### src/hw/lpmcg_pkg.sv
// Constants shared by the power-mode clock gating controller.
// Assumes a single 25 MHz system clock and an active-low asynchronous reset.
package lpmcg_pkg;

    // ------------------------------------------------------------------------
    // Operating states
    // ------------------------------------------------------------------------
    typedef enum logic [2:0] {
        active_state,
        sleep_level_0,
        sleep_level_1,
        sleep_level_2,
        sleep_level_3,
        sleep_level_4,
        sleep_level_4_5
    } lpmcg_mode_t;

    // Encoded sleep request presented by the CPU.
    localparam logic [2:0] REQ_ACTIVE = 3'h0;
    localparam logic [2:0] REQ_LVL0   = 3'h1;
    localparam logic [2:0] REQ_LVL1   = 3'h2;
    localparam logic [2:0] REQ_LVL2   = 3'h3;
    localparam logic [2:0] REQ_LVL3   = 3'h4;
    localparam logic [2:0] REQ_LVL4   = 3'h5;
    localparam logic [2:0] REQ_LVL4_5 = 3'h6;

    // ------------------------------------------------------------------------
    // Vector table
    // ------------------------------------------------------------------------
    localparam logic [15:0] VEC_BASE    = 16'hff80;
    localparam logic [15:0] VEC_TOP     = 16'hffff;
    localparam logic [15:0] VEC_RESET   = 16'hfffe;
    localparam int          VEC_ENTRIES = 64;
    localparam int          VEC_IDX_W   = 6;
    localparam int          ADDR_W      = 16;

    // Reset values of the enables: everything running.
    localparam logic [7:0] EN_RESET = 8'hff;

endpackage

### src/hw/lpmcg_vec_mem.sv
// Vector table memory: one 16-bit handler address per word entry.
// Assumes the writer loads entries while the CPU is running; read data is registered.
`timescale 1ns/100ps
`default_nettype none
module lpmcg_vec_mem #(
    parameter int DEPTH = 64,
    parameter int AW    = 6,
    parameter int DW    = 16
) (
    input  wire logic          clk,      // System clock.
    input  wire logic          wr_en,    // Write strobe.
    input  wire logic [AW-1:0] wr_idx,   // Entry written.
    input  wire logic [DW-1:0] wr_data,  // Handler address written.
    input  wire logic          rd_en,    // Read strobe.
    input  wire logic [AW-1:0] rd_idx,   // Entry read.
    output logic      [DW-1:0] rd_data   // Registered handler address.
);

    logic [DW-1:0] mem [DEPTH];

    always_ff @(posedge clk) begin
        if (wr_en) begin
            mem[wr_idx] <= wr_data;
        end
        if (rd_en) begin
            rd_data <= mem[rd_idx];
        end
    end

endmodule
`default_nettype wire

### src/hw/lpmcg_ctrl.sv
// What this block does
// - One active state and six software-chosen sleep levels, seven states in all.
// - Active state runs main, sub-system and auxiliary clocks.
// - Level 0 stops CPU and main clock; auxiliary, sub-system, loop keep running.
// - Level 1 also stops loop control; auxiliary and sub-system clocks run.
// - Level 2 also stops oscillator clock; dc generator and auxiliary clock stay.
// - Level 4 also stops sub-system clock, auxiliary clock and crystal; data retained.
// - Level 4.5 turns regulator off; only reset/NMI or ports one/two wake.
// - Interrupt wakes from levels 0 to 4; handler return restores previous level.
// - Vectors and start address sit at ff80h..ffffh, each a 16-bit handler address.
//
// Power-mode controller: gates CPU and clock sources per selected sleep level.
// Assumes request, wake and return inputs are synchronous to clk.
`timescale 1ns/100ps
`default_nettype none
module lpmcg_ctrl #(
    parameter int ADDR_W = 16
) (
    input  wire logic              clk,             // System clock, 25 MHz.
    input  wire logic              resetn,          // Asynchronous reset, active low.
    input  wire logic              sleep_req,       // CPU strobe: enter requested level.
    input  wire logic [2:0]        sleep_sel,       // Encoded requested level.
    input  wire logic              irq_any,         // Any enabled interrupt pending.
    input  wire logic              nmi_wake,        // Reset/NMI pin event.
    input  wire logic              port_one_wake,   // Port one edge event.
    input  wire logic              port_two_wake,   // Port two edge event.
    input  wire logic              irq_return,      // CPU returning from handler.
    input  wire logic [5:0]        irq_vec_idx,     // Word index of serviced vector.
    input  wire logic              vec_wr,          // Vector table write strobe.
    input  wire logic [ADDR_W-1:0] vec_wr_data,     // Vector table write data.
    output logic                   cpu_en,          // CPU enabled.
    output logic                   main_clk_en,     // Main CPU clock gate.
    output logic                   sub_system_clock_en, // Sub-system clock gate.
    output logic                   aux_clk_en,      // Auxiliary clock gate.
    output logic                   frequency_locked_loop_en, // Loop control on.
    output logic                   controlled_oscillator_clock_en, // Oscillator clock.
    output logic                   osc_dc_gen_en,   // Oscillator dc generator on.
    output logic                   crystal_en,      // Crystal oscillator on.
    output logic                   regulator_en,    // Internal regulator on.
    output logic                   data_retained,   // Stored data is valid.
    output logic [2:0]             mode_state,      // Current operating state.
    output logic [ADDR_W-1:0]      vec_addr,        // Address of vector slot.
    output logic [ADDR_W-1:0]      handler_addr,    // Handler address read.
    output logic                   handler_valid    // handler_addr valid pulse.
);

    // ------------------------------------------------------------------------
    // State
    // ------------------------------------------------------------------------
    lpmcg_pkg::lpmcg_mode_t mode_reg, mode_next;
    lpmcg_pkg::lpmcg_mode_t saved_reg, saved_next;
    logic [7:0]             en_reg, en_next;
    logic                   reg_on_reg, reg_on_next;
    logic                   keep_reg, keep_next;
    logic [ADDR_W-1:0]      vaddr_reg, vaddr_next;
    logic                   rd_pend_reg, rd_pend_next;
    logic                   hv_reg, hv_next;
    logic [ADDR_W-1:0]      mem_rd;
    logic                   wake;

    function automatic lpmcg_pkg::lpmcg_mode_t decode(input logic [2:0] sel);
        lpmcg_pkg::lpmcg_mode_t m;
        m = lpmcg_pkg::active_state;
        case (sel)
            lpmcg_pkg::REQ_LVL0:   m = lpmcg_pkg::sleep_level_0;
            lpmcg_pkg::REQ_LVL1:   m = lpmcg_pkg::sleep_level_1;
            lpmcg_pkg::REQ_LVL2:   m = lpmcg_pkg::sleep_level_2;
            lpmcg_pkg::REQ_LVL3:   m = lpmcg_pkg::sleep_level_3;
            lpmcg_pkg::REQ_LVL4:   m = lpmcg_pkg::sleep_level_4;
            lpmcg_pkg::REQ_LVL4_5: m = lpmcg_pkg::sleep_level_4_5;
            default:               m = lpmcg_pkg::active_state;
        endcase
        return m;
    endfunction

    // Enable vector order: {crystal, dcgen, osc clk, loop, aux, sub, main, cpu}.
    function automatic logic [7:0] enables(input lpmcg_pkg::lpmcg_mode_t m);
        logic [7:0] e;
        e = lpmcg_pkg::EN_RESET;
        case (m)
            lpmcg_pkg::active_state:    e = 8'hff;
            lpmcg_pkg::sleep_level_0:   e = 8'hfc;
            lpmcg_pkg::sleep_level_1:   e = 8'hec;
            lpmcg_pkg::sleep_level_2:   e = 8'hcc;
            lpmcg_pkg::sleep_level_3:   e = 8'h8c;
            lpmcg_pkg::sleep_level_4:   e = 8'h00;
            lpmcg_pkg::sleep_level_4_5: e = 8'h00;
            default:                    e = 8'hff;
        endcase
        return e;
    endfunction

    // ------------------------------------------------------------------------
    // Wake qualification
    // ------------------------------------------------------------------------
    // In the deepest level the interrupt logic is unpowered, so only the
    // reset/NMI pin and the two port groups can bring the device back.
    always_comb begin
        if (mode_reg == lpmcg_pkg::sleep_level_4_5) begin
            wake = nmi_wake | port_one_wake | port_two_wake;
        end else begin
            wake = irq_any | nmi_wake;
        end
    end

    // ------------------------------------------------------------------------
    // Mode sequencing
    // ------------------------------------------------------------------------
    // A handler return outranks a new sleep request in the same cycle, and is
    // ignored unless a level was saved, so a stray return changes nothing.
    always_comb begin
        mode_next   = mode_reg;
        saved_next  = saved_reg;
        reg_on_next = reg_on_reg;
        keep_next   = keep_reg;
        if (mode_reg != lpmcg_pkg::active_state) begin
            if (wake) begin
                mode_next   = lpmcg_pkg::active_state;
                reg_on_next = 1'b1;
                if (mode_reg == lpmcg_pkg::sleep_level_4_5) begin
                    // Waking from shutdown is a restart: nothing to return to.
                    saved_next = lpmcg_pkg::active_state;
                end else begin
                    saved_next = mode_reg;
                end
            end
        end else if (irq_return && saved_reg != lpmcg_pkg::active_state) begin
            mode_next  = saved_reg;
            saved_next = lpmcg_pkg::active_state;
        end else if (sleep_req) begin
            mode_next = decode(sleep_sel);
            if (decode(sleep_sel) == lpmcg_pkg::sleep_level_4_5) begin
                reg_on_next = 1'b0;
                keep_next   = 1'b0;
            end else begin
                // Entering any other level straight after a restart must
                // already report retention, not one cycle late.
                keep_next = 1'b1;
            end
        end
        if (mode_reg == lpmcg_pkg::active_state && mode_next == lpmcg_pkg::active_state) begin
            keep_next = 1'b1;
        end
        if (mode_reg == lpmcg_pkg::sleep_level_4) begin
            keep_next = 1'b1;
        end
        en_next = enables(mode_next);
    end

    always_ff @(posedge clk or negedge resetn) begin
        if (!resetn) begin
            mode_reg   <= lpmcg_pkg::active_state;
            saved_reg  <= lpmcg_pkg::active_state;
            en_reg     <= lpmcg_pkg::EN_RESET;
            reg_on_reg <= 1'b1;
            keep_reg   <= 1'b0;
        end else begin
            mode_reg   <= mode_next;
            saved_reg  <= saved_next;
            en_reg     <= en_next;
            reg_on_reg <= reg_on_next;
            keep_reg   <= keep_next;
        end
    end

    // ------------------------------------------------------------------------
    // Vector table access
    // ------------------------------------------------------------------------
    // Entry 63 is the power-up start address; lower entries descend by word.
    always_comb begin
        vaddr_next   = lpmcg_pkg::VEC_BASE | ADDR_W'({irq_vec_idx, 1'b0});
        // Only a wake that leaves a sleep level starts a fetch, so an interrupt
        // held pending in the active state cannot hold handler_valid high.
        rd_pend_next = wake && (mode_reg != lpmcg_pkg::active_state);
        hv_next      = rd_pend_reg;
    end

    always_ff @(posedge clk or negedge resetn) begin
        if (!resetn) begin
            vaddr_reg   <= lpmcg_pkg::VEC_RESET;
            rd_pend_reg <= 1'b0;
            hv_reg      <= 1'b0;
        end else begin
            vaddr_reg   <= vaddr_next;
            rd_pend_reg <= rd_pend_next;
            hv_reg      <= hv_next;
        end
    end

    lpmcg_vec_mem #(
        .DEPTH (lpmcg_pkg::VEC_ENTRIES),
        .AW    (lpmcg_pkg::VEC_IDX_W),
        .DW    (ADDR_W)
    ) u_vec (
        .clk     (clk),
        .wr_en   (vec_wr),
        .wr_idx  (irq_vec_idx),
        .wr_data (vec_wr_data),
        .rd_en   (rd_pend_reg),
        .rd_idx  (vaddr_reg[6:1]),
        .rd_data (mem_rd)
    );

    // ------------------------------------------------------------------------
    // Outputs
    // ------------------------------------------------------------------------
    assign cpu_en                         = en_reg[0];
    assign main_clk_en                    = en_reg[1];
    assign sub_system_clock_en            = en_reg[2];
    assign aux_clk_en                     = en_reg[3];
    assign frequency_locked_loop_en       = en_reg[4];
    assign controlled_oscillator_clock_en = en_reg[5];
    assign osc_dc_gen_en                  = en_reg[6];
    assign crystal_en                     = en_reg[7];
    assign regulator_en                   = reg_on_reg;
    assign data_retained                  = keep_reg;
    assign mode_state                     = mode_reg;
    assign vec_addr                       = vaddr_reg;
    assign handler_addr                   = mem_rd;
    assign handler_valid                  = hv_reg;

endmodule
`default_nettype wire

### config.mk
export PLATFORM = sky130hd
export DESIGN_NAME = lpmcg_ctrl
export DESIGN_NICKNAME = d
export VERILOG_FILES = /design/src/hw/lpmcg_pkg.sv /design/src/hw/lpmcg_vec_mem.sv /design/src/hw/lpmcg_ctrl.sv
export SDC_FILE = /design/constraint.sdc
export NUM_CORES = 1
export LEC_CHECK = 0
export ABC_CLOCK_PERIOD_IN_PS = 2750
export BUFFER_PORTS_ARGS = -buffer_cell sky130_fd_sc_hd__buf_2
export CAP_MARGIN = 20
export CELL_PAD_IN_SITES_DETAIL_PLACEMENT = 0
export CELL_PAD_IN_SITES_GLOBAL_PLACEMENT = 1
export CORE_UTILIZATION = 50
export CTS_CLUSTER_SIZE = 25
export DETAILED_ROUTE_END_ITERATION = 8
export GPL_TIMING_DRIVEN = 0
export PLACE_DENSITY_LB_ADDON = 0.1
export SLEW_MARGIN = 20
export SYNTH_ARGS = -nofsm -noshare
export SYNTH_HDL_FRONTEND = slang
export SYNTH_HIERARCHICAL = 1
export SYNTH_SLANG_ARGS = --single-unit
### constraint.sdc
create_clock -name clk -period 2.75 [get_ports clk]
set_input_delay 0.55 -clock clk [delete_from_list [all_inputs] [get_ports clk]]
set_output_delay 0.55 -clock clk [all_outputs]
set_load 0.01 [all_outputs]
==> flow_summary.yaml, run 1 <==
outcome:
  status: "finished with violations"
  violations: "setup timing"
global_route:
  grt_pass1_wl_mm: 155.1
  grt_usage_pct: 26.84
  grt_pass1_vias: 20850
  antenna_found_initial: 4
  grt_remaining_overflow: 0
  grt_max_degree: 65
sta:
  worst_pin_slew_ns: 1.075
  rsz0062_at_grt: "yes"
  period_share_pct: 106.7
  fmax_mhz: 340.7
  clock_skew_ns: 0.01942
  setup_ws_ns: -0.1854
  drv_slew: 0
  fin_crit_ns: 2.935
  setup_violations: 16
  finalHoldViolCount: 0
  timing.hold.ws_ns: 0.04762
  slew_headroom_pct: 28.10
critical_path:
  critPathBufInv: 4
  cpMaxStageDelayCell: "dfstp_2"
  crit_chain: "buf_12 > buf_12 > buf_16 > buf_16 > mux4_2 > mux2i_4 > a22oi_2 > a31oi_4 > a311oi_1"
  crit_family: "multiplexers"
  end_kind: "flip-flop"
  crit_path_max_fanout: 8
  worst-r2r-cell-count: 9
  r2r_end: "u_vec/rd_data[0]"
  crit_arrival_ns: 3.28
  rrSetupSlack_ns: -0.19
  cp.required_ns: 3.09
  regToRegStartpoint: "vec_addr[1]"
  worstSetupStartpointType: "flip-flop"
  critical_path_class: "flip-flop to flip-flop"
  slowest_delay_ns: 0.54
logic_synthesis:
  netlist.area_leader.share_pct: 75.48
  synth_async_sr_flop_share_pct: 1.979
  yosys.area.top_type: "edfxtp_1"
  synthCells: 1947
  ys_seq_area_share_pct: 76.78
  synth_flop_cell: "edfxtp_1"
  synth_area_um2: 41380
  synthTopCellsByArea: "edfxtp_1 75%, mux4_2 12%, mux2i_1 2.1%"
  syn_avg_cell_area_um2: 21.25
  ys_types: 68
  ys_warn_count: 6
  synth_seq_cells: 1061
  synth_edf_count: 1040
floorplan:
  ios: 80
  initial_utilization_pct: 50.47
  die_h_um: 289.7
  rows: 105
  coreArea_um2: 81980
  fp.dieW_um: 289.7
  fp.dieArea_um2: 83910
route:
  drc: 0
  postRouteWirelength_mm: 110.6
  wl_per_cell_um: 32.60
  initialDrtViolationCount: 2209
  routed_via_density: 6.255
  postRouteAntennaNets: 0
  firstDrtPassIters: 7
  dr_total_vias: 21210
finish:
  final_cell_mix: "1040 x edfxtp_1, 220 x mux4_2, 114 x clkbuf_16"
  utilization_pct: 60.19
  nets: 2264
  largest_reg_flops: 1024
  top_register: "u_vec/mem"
  stdcell_count: 3391
  drive_above_1_share_pct: 37.53
  area_delta_synth_final_pct: 19.25
  final_common_cell: "edfxtp_1"
place:
  place_ws_ns: -0.9071
  gp_congestion: 0.8787
  dp_hpwl_mm: 71.32
  numPortBuffers: 69
  place_inst: 3155
power_and_ir_drop:
  total_leakage_power_nw: 15.78
  power.total_mw: 35.50
  irDropWorstVdd_mv: 0.6058
  power_density_nw_per_um2: 719.4
cts:
  path_clk_slew_ns: 0.06
  clock_latency_ns: 0.67
  cts.sinks: 1061
  cts_max_level: 3
  ctsLongestPathBuffers: 3
  cts_tree: "yes"
  cts_buffers: 109
  cts_root_buf: "clkbuf_16"
min_path:
  hold_depth: 1
  hp-start: "irq_vec_idx[3]"
  worst_hold_path.endpoint: "vec_addr[4]"
  hp-class: "input pin to flip-flop"
job:
  timing.max_cap.violations: 0
## layer usage
| metal | vias up | part of all wire [%] | global-route usage (%) | routed length [µm] |
|---|---|---|---|---|
| met2 | 875 | 47 | 42.16 | 52300 |
| met5 | - | 0.024 | 0 | 26 |
| li1 | 8706 | - | - | - |
| met4 | 4 | 3.4 | 7.919 | 3811 |
| met3 | 164 | 7.4 | 4.105 | 8147 |
| met1 | 11460 | 42 | 39.28 | 46270 |
## Yosys cell counts (21+ instances only)
cell,number
a21oi_1,21
a22oi_1,39
buf_2,37
buf_4,27
clkbuf_1,24
edfxtp_1,1040
mux2_2,27
mux2i_1,87
mux4_2,220
nand2_1,68
nand3_1,26
nor2_1,82
nor2b_1,30
## cells by family (layout without fill, tap and decap cells)
family / after synthesis / count (layout) / share of synthesized area [%]
flip-flops: 1061 / 1061 / 76.78
multiplexers: 338 / 338 / 15.07
AND/OR/NAND/NOR: 255 / 255 / 3.012
AO/OA/AOI/OAI: 164 / 164 / 2.964
buffers and inverters: 125 / 488 / 2.111
other: 2 / 13 / 0.01815
XOR/XNOR: 2 / 2 / 0.04234
## worst max path at each step
stage	from	to	slack, ns	cells past startpoint
final	vec_addr[1]	u_vec/rd_data[0]	-0.19	9
after global routing	vec_addr[1]	u_vec/rd_data[9]	-0.18	9
after CTS	vec_addr[1]	u_vec/rd_data[9]	-0.13	9
after detailed placement	vec_addr[3]	u_vec/rd_data[15]	-0.91	7
after global placement	irq_vec_idx[4]	u_vec/mem[48][10]	-1.32	4
after floorplan	irq_vec_idx[3]	u_vec/mem[48][0]	0.17	4
## cell type report
class / count / area [µm²]
Tap cell: 1070 / 1339
Antenna cell: 3 / 7.507
Clock inverter: 49 / 437.9
Fill cell: 5888 / 32640
Timing Repair Buffer: 165 / 1604
Sequential cell: 1061 / 31770
Buffer: 119 / 1180
Clock buffer: 150 / 3045
Inverter: 5 / 18.77
Multi-Input combinational cell: 769 / 9940
## report_power, final
group / total, mW / switching (mW) / internal, mW
combinational: 2.92 / 1.78 / 1.14
clock: 14.3 / 5.95 / 8.36
sequential: 18.3 / 0.179 / 18.1
total: 35.5 / 7.91 / 27.6
## timing repair
| item | in CTS | in global routing |
|---|---|---|
| pin swaps | 40 | 20 |
| hold buffers | 3 | 0 |
| setup buffers | 21 | 6 |
| setup endpoints to repair | 52 | 42 |
| gates resized for setup | 241 | 34 |
| hold endpoints to repair | 11 | 0 |
| cloned | 4 | 2 |
## metrics by stage
stage               instance area (µm²)  TNS, ns
global placement                  43090  -864.15
CTS                               49100   -1.239
floorplan                         41410        0
global route                      49330   -2.045
finish                            49340   -1.910
detailed placement                44100  -245.47
Note: power is estimated with default switching activity, not from simulation.
==> inputs of run 2 (changes only) <==
Settings changed: CORE_MARGIN set to 2, PLACE_DENSITY_LB_ADDON 0.1 to 0.08.
==> flow_summary.yaml, run 2 (same netlist as run 1, synthesis figures left out) <==
finish:
  nets: 2251
  drive_above_1_share_pct: 37.18
  final_common_cell: "edfxtp_1"
  area_delta_synth_final_pct: 19.18
  largest_reg_flops: 1024
  stdcell_count: 3379
  top_register: "u_vec/mem"
  utilization_pct: 60.15
  final_cell_mix: "1040 x edfxtp_1, 220 x mux4_2, 114 x clkbuf_16"
route:
  firstDrtPassIters: 5
  drc: 0
  postRouteAntennaNets: 0
  routed_via_density: 6.221
  wl_per_cell_um: 32.39
  initialDrtViolationCount: 2115
  postRouteWirelength_mm: 109.4
  dr_total_vias: 21020
cts:
  cts_buffers: 107
  ctsLongestPathBuffers: 3
  cts_tree: "yes"
  path_clk_slew_ns: 0.06
  clock_latency_ns: 0.65
  cts.sinks: 1061
  cts_root_buf: "clkbuf_16"
  cts_max_level: 3
critical_path:
  worstSetupStartpointType: "flip-flop"
  critPathBufInv: 2
  crit_family: "multiplexers"
  rrSetupSlack_ns: -0.12
  crit_chain: "buf_12 > buf_12 > mux4_2 > mux2_2 > nand2_1 > nand4_1 > and4_4"
  startpoint: "vec_addr[1]"
  cpMaxStageDelayCell: "dfstp_2"
  crit_path_max_fanout: 10
  regToRegStartpoint: "vec_addr[1]"
  critical_path_class: "flip-flop to flip-flop"
  r2r_end: "u_vec/rd_data[2]"
  worst-r2r-cell-count: 7
  crit_arrival_ns: 3.28
  end_kind: "flip-flop"
  path_common_cell: "buf_12"
  slowest_delay_ns: 0.57
  cp.required_ns: 3.16
sta:
  period_share_pct: 104.4
  fin_crit_ns: 2.872
  rsz0062_at_grt: "yes"
  drv_slew: 0
  fmax_mhz: 348.2
  setup_violations: 38
  worst_pin_slew_ns: 1.168
  clock_skew_ns: 0.01336
  finalHoldViolCount: 0
  slew_headroom_pct: 21.91
  setup_ws_ns: -0.1220
power_and_ir_drop:
  seqPwrFrac_pct: 50.4
  total_leakage_power_nw: 15.81
  power_density_nw_per_um2: 735.5
  irDropWorstVdd_mv: 0.5316
  p_sw_mw: 7.924
  power_frac_comb_pct: 8.0
  clkPwrFrac_pct: 41.7
  p_int_mw: 28.35
  swShare_pct: 21.85
global_route:
  grt_pass1_vias: 20760
  grt_usage_pct: 25.82
  grt_pass1_wl_mm: 154.0
  antenna_found_initial: 0
  grt_remaining_overflow: 0
  grt_max_degree: 65
min_path:
  hp-class: "input pin to flip-flop"
  hp-start: "irq_vec_idx[1]"
  worst_hold_path.endpoint: "vec_addr[2]"
  hold_depth: 1
floorplan:
  rows: 105
  fp.dieW_um: 291.7
  coreArea_um2: 81980
  die_h_um: 291.7
  ios: 80
  initial_utilization_pct: 50.47
  fp.dieArea_um2: 85070
place:
  gp_congestion: 0.9186
  place_inst: 3157
  numPortBuffers: 69
  dp_hpwl_mm: 71.07
job:
  timing.max_cap.violations: 0
outcome:
  status: "finished with violations"
  violations: "setup timing"
[run 2: per-layer routing]
metal	share of wire (%)	vias to the layer above	GRT usage [%]	routed length, µm
met5	0	-	0	0
met2	48	840	40.15	52210
li1	-	8686	-	-
met3	6.9	168	3.928	7512
met4	3.1	0	8.700	3386
met1	42	11330	37.90	46330
[run 2: layout make-up]
| type | count | area (µm²) |
|---|---|---|
| fill | 5872 | 32670 |
| sequential | 1061 | 31770 |
| multi-input combinational | 769 | 9821 |
| clock buffer | 138 | 2909 |
| timing repair buffer | 154 | 1498 |
| tap | 1070 | 1339 |
| buffer | 119 | 1181 |
| clock inverter | 62 | 769.5 |
| inverter | 5 | 18.77 |
| antenna | 1 | 2.502 |
[run 2: worst reg2reg max path: stages, from the launching register on]
cell and delay, ns:
dfstp_2 0.57, buf_12 0.20, buf_12 0.25, mux4_2 0.55, mux2_2 0.32, nand2_1 0.14, nand4_1 0.28, and4_4 0.30
[run 2: repair_timing]
| action | in CTS | in global routing |
|---|---|---|
| setup buffers | 12 | 5 |
| resized for setup | 201 | 49 |
| hold endpoints to repair | 9 | 0 |
| hold buffers | 1 | 0 |
| endpoints found under the setup margin | 16 | 70 |
| gates cloned | 1 | 3 |
| pin swaps | 30 | 26 |
[run 2: through the flow]
step | hold WS (ns) | TNS [ns] | setup WS (ns) | area (µm²) | total power, mW
floorplan | 0.2544 | 0 | 0.1652 | 41410 | 20.00
detailed placement | 0.5057 | -232.84 | -0.9289 | 44110 | 21.19
finish | 0.03407 | -2.006 | -0.1220 | 49310 | 36.27
CTS | 0.01416 | -1.080 | -0.1035 | 48970 | 36.45
global placement | 0.5026 | -916.72 | -1.465 | 43090 | 21.12
global route | 0.02830 | -1.541 | -0.1369 | 49310 | 37.30
[run 2: how the worst max path moves through the flow]
stage                   endpoint  slack [ns]  cells past startpoint
3_5_place_dp   u_vec/rd_data[15]       -0.93                      7
2_1_floorplan   u_vec/mem[48][0]        0.17                      4
6_report        u_vec/rd_data[2]       -0.12                      7
4_1_cts         u_vec/rd_data[4]       -0.10                      8
3_3_place_gp   u_vec/mem[48][14]       -1.46                      4
5_1_grt         u_vec/rd_data[3]       -0.14                      8
[run 2: power groups by stage]
stage	sequential, mW	combinational (mW)	clock [mW]
after floorplan	18.6	1.37	0
after global placement	18.6	2.52	0
after detailed placement	18.6	2.58	0
after CTS	18.3	2.82	15.4
after global routing	18.3	3.03	16.0
final	18.3	2.88	15.1
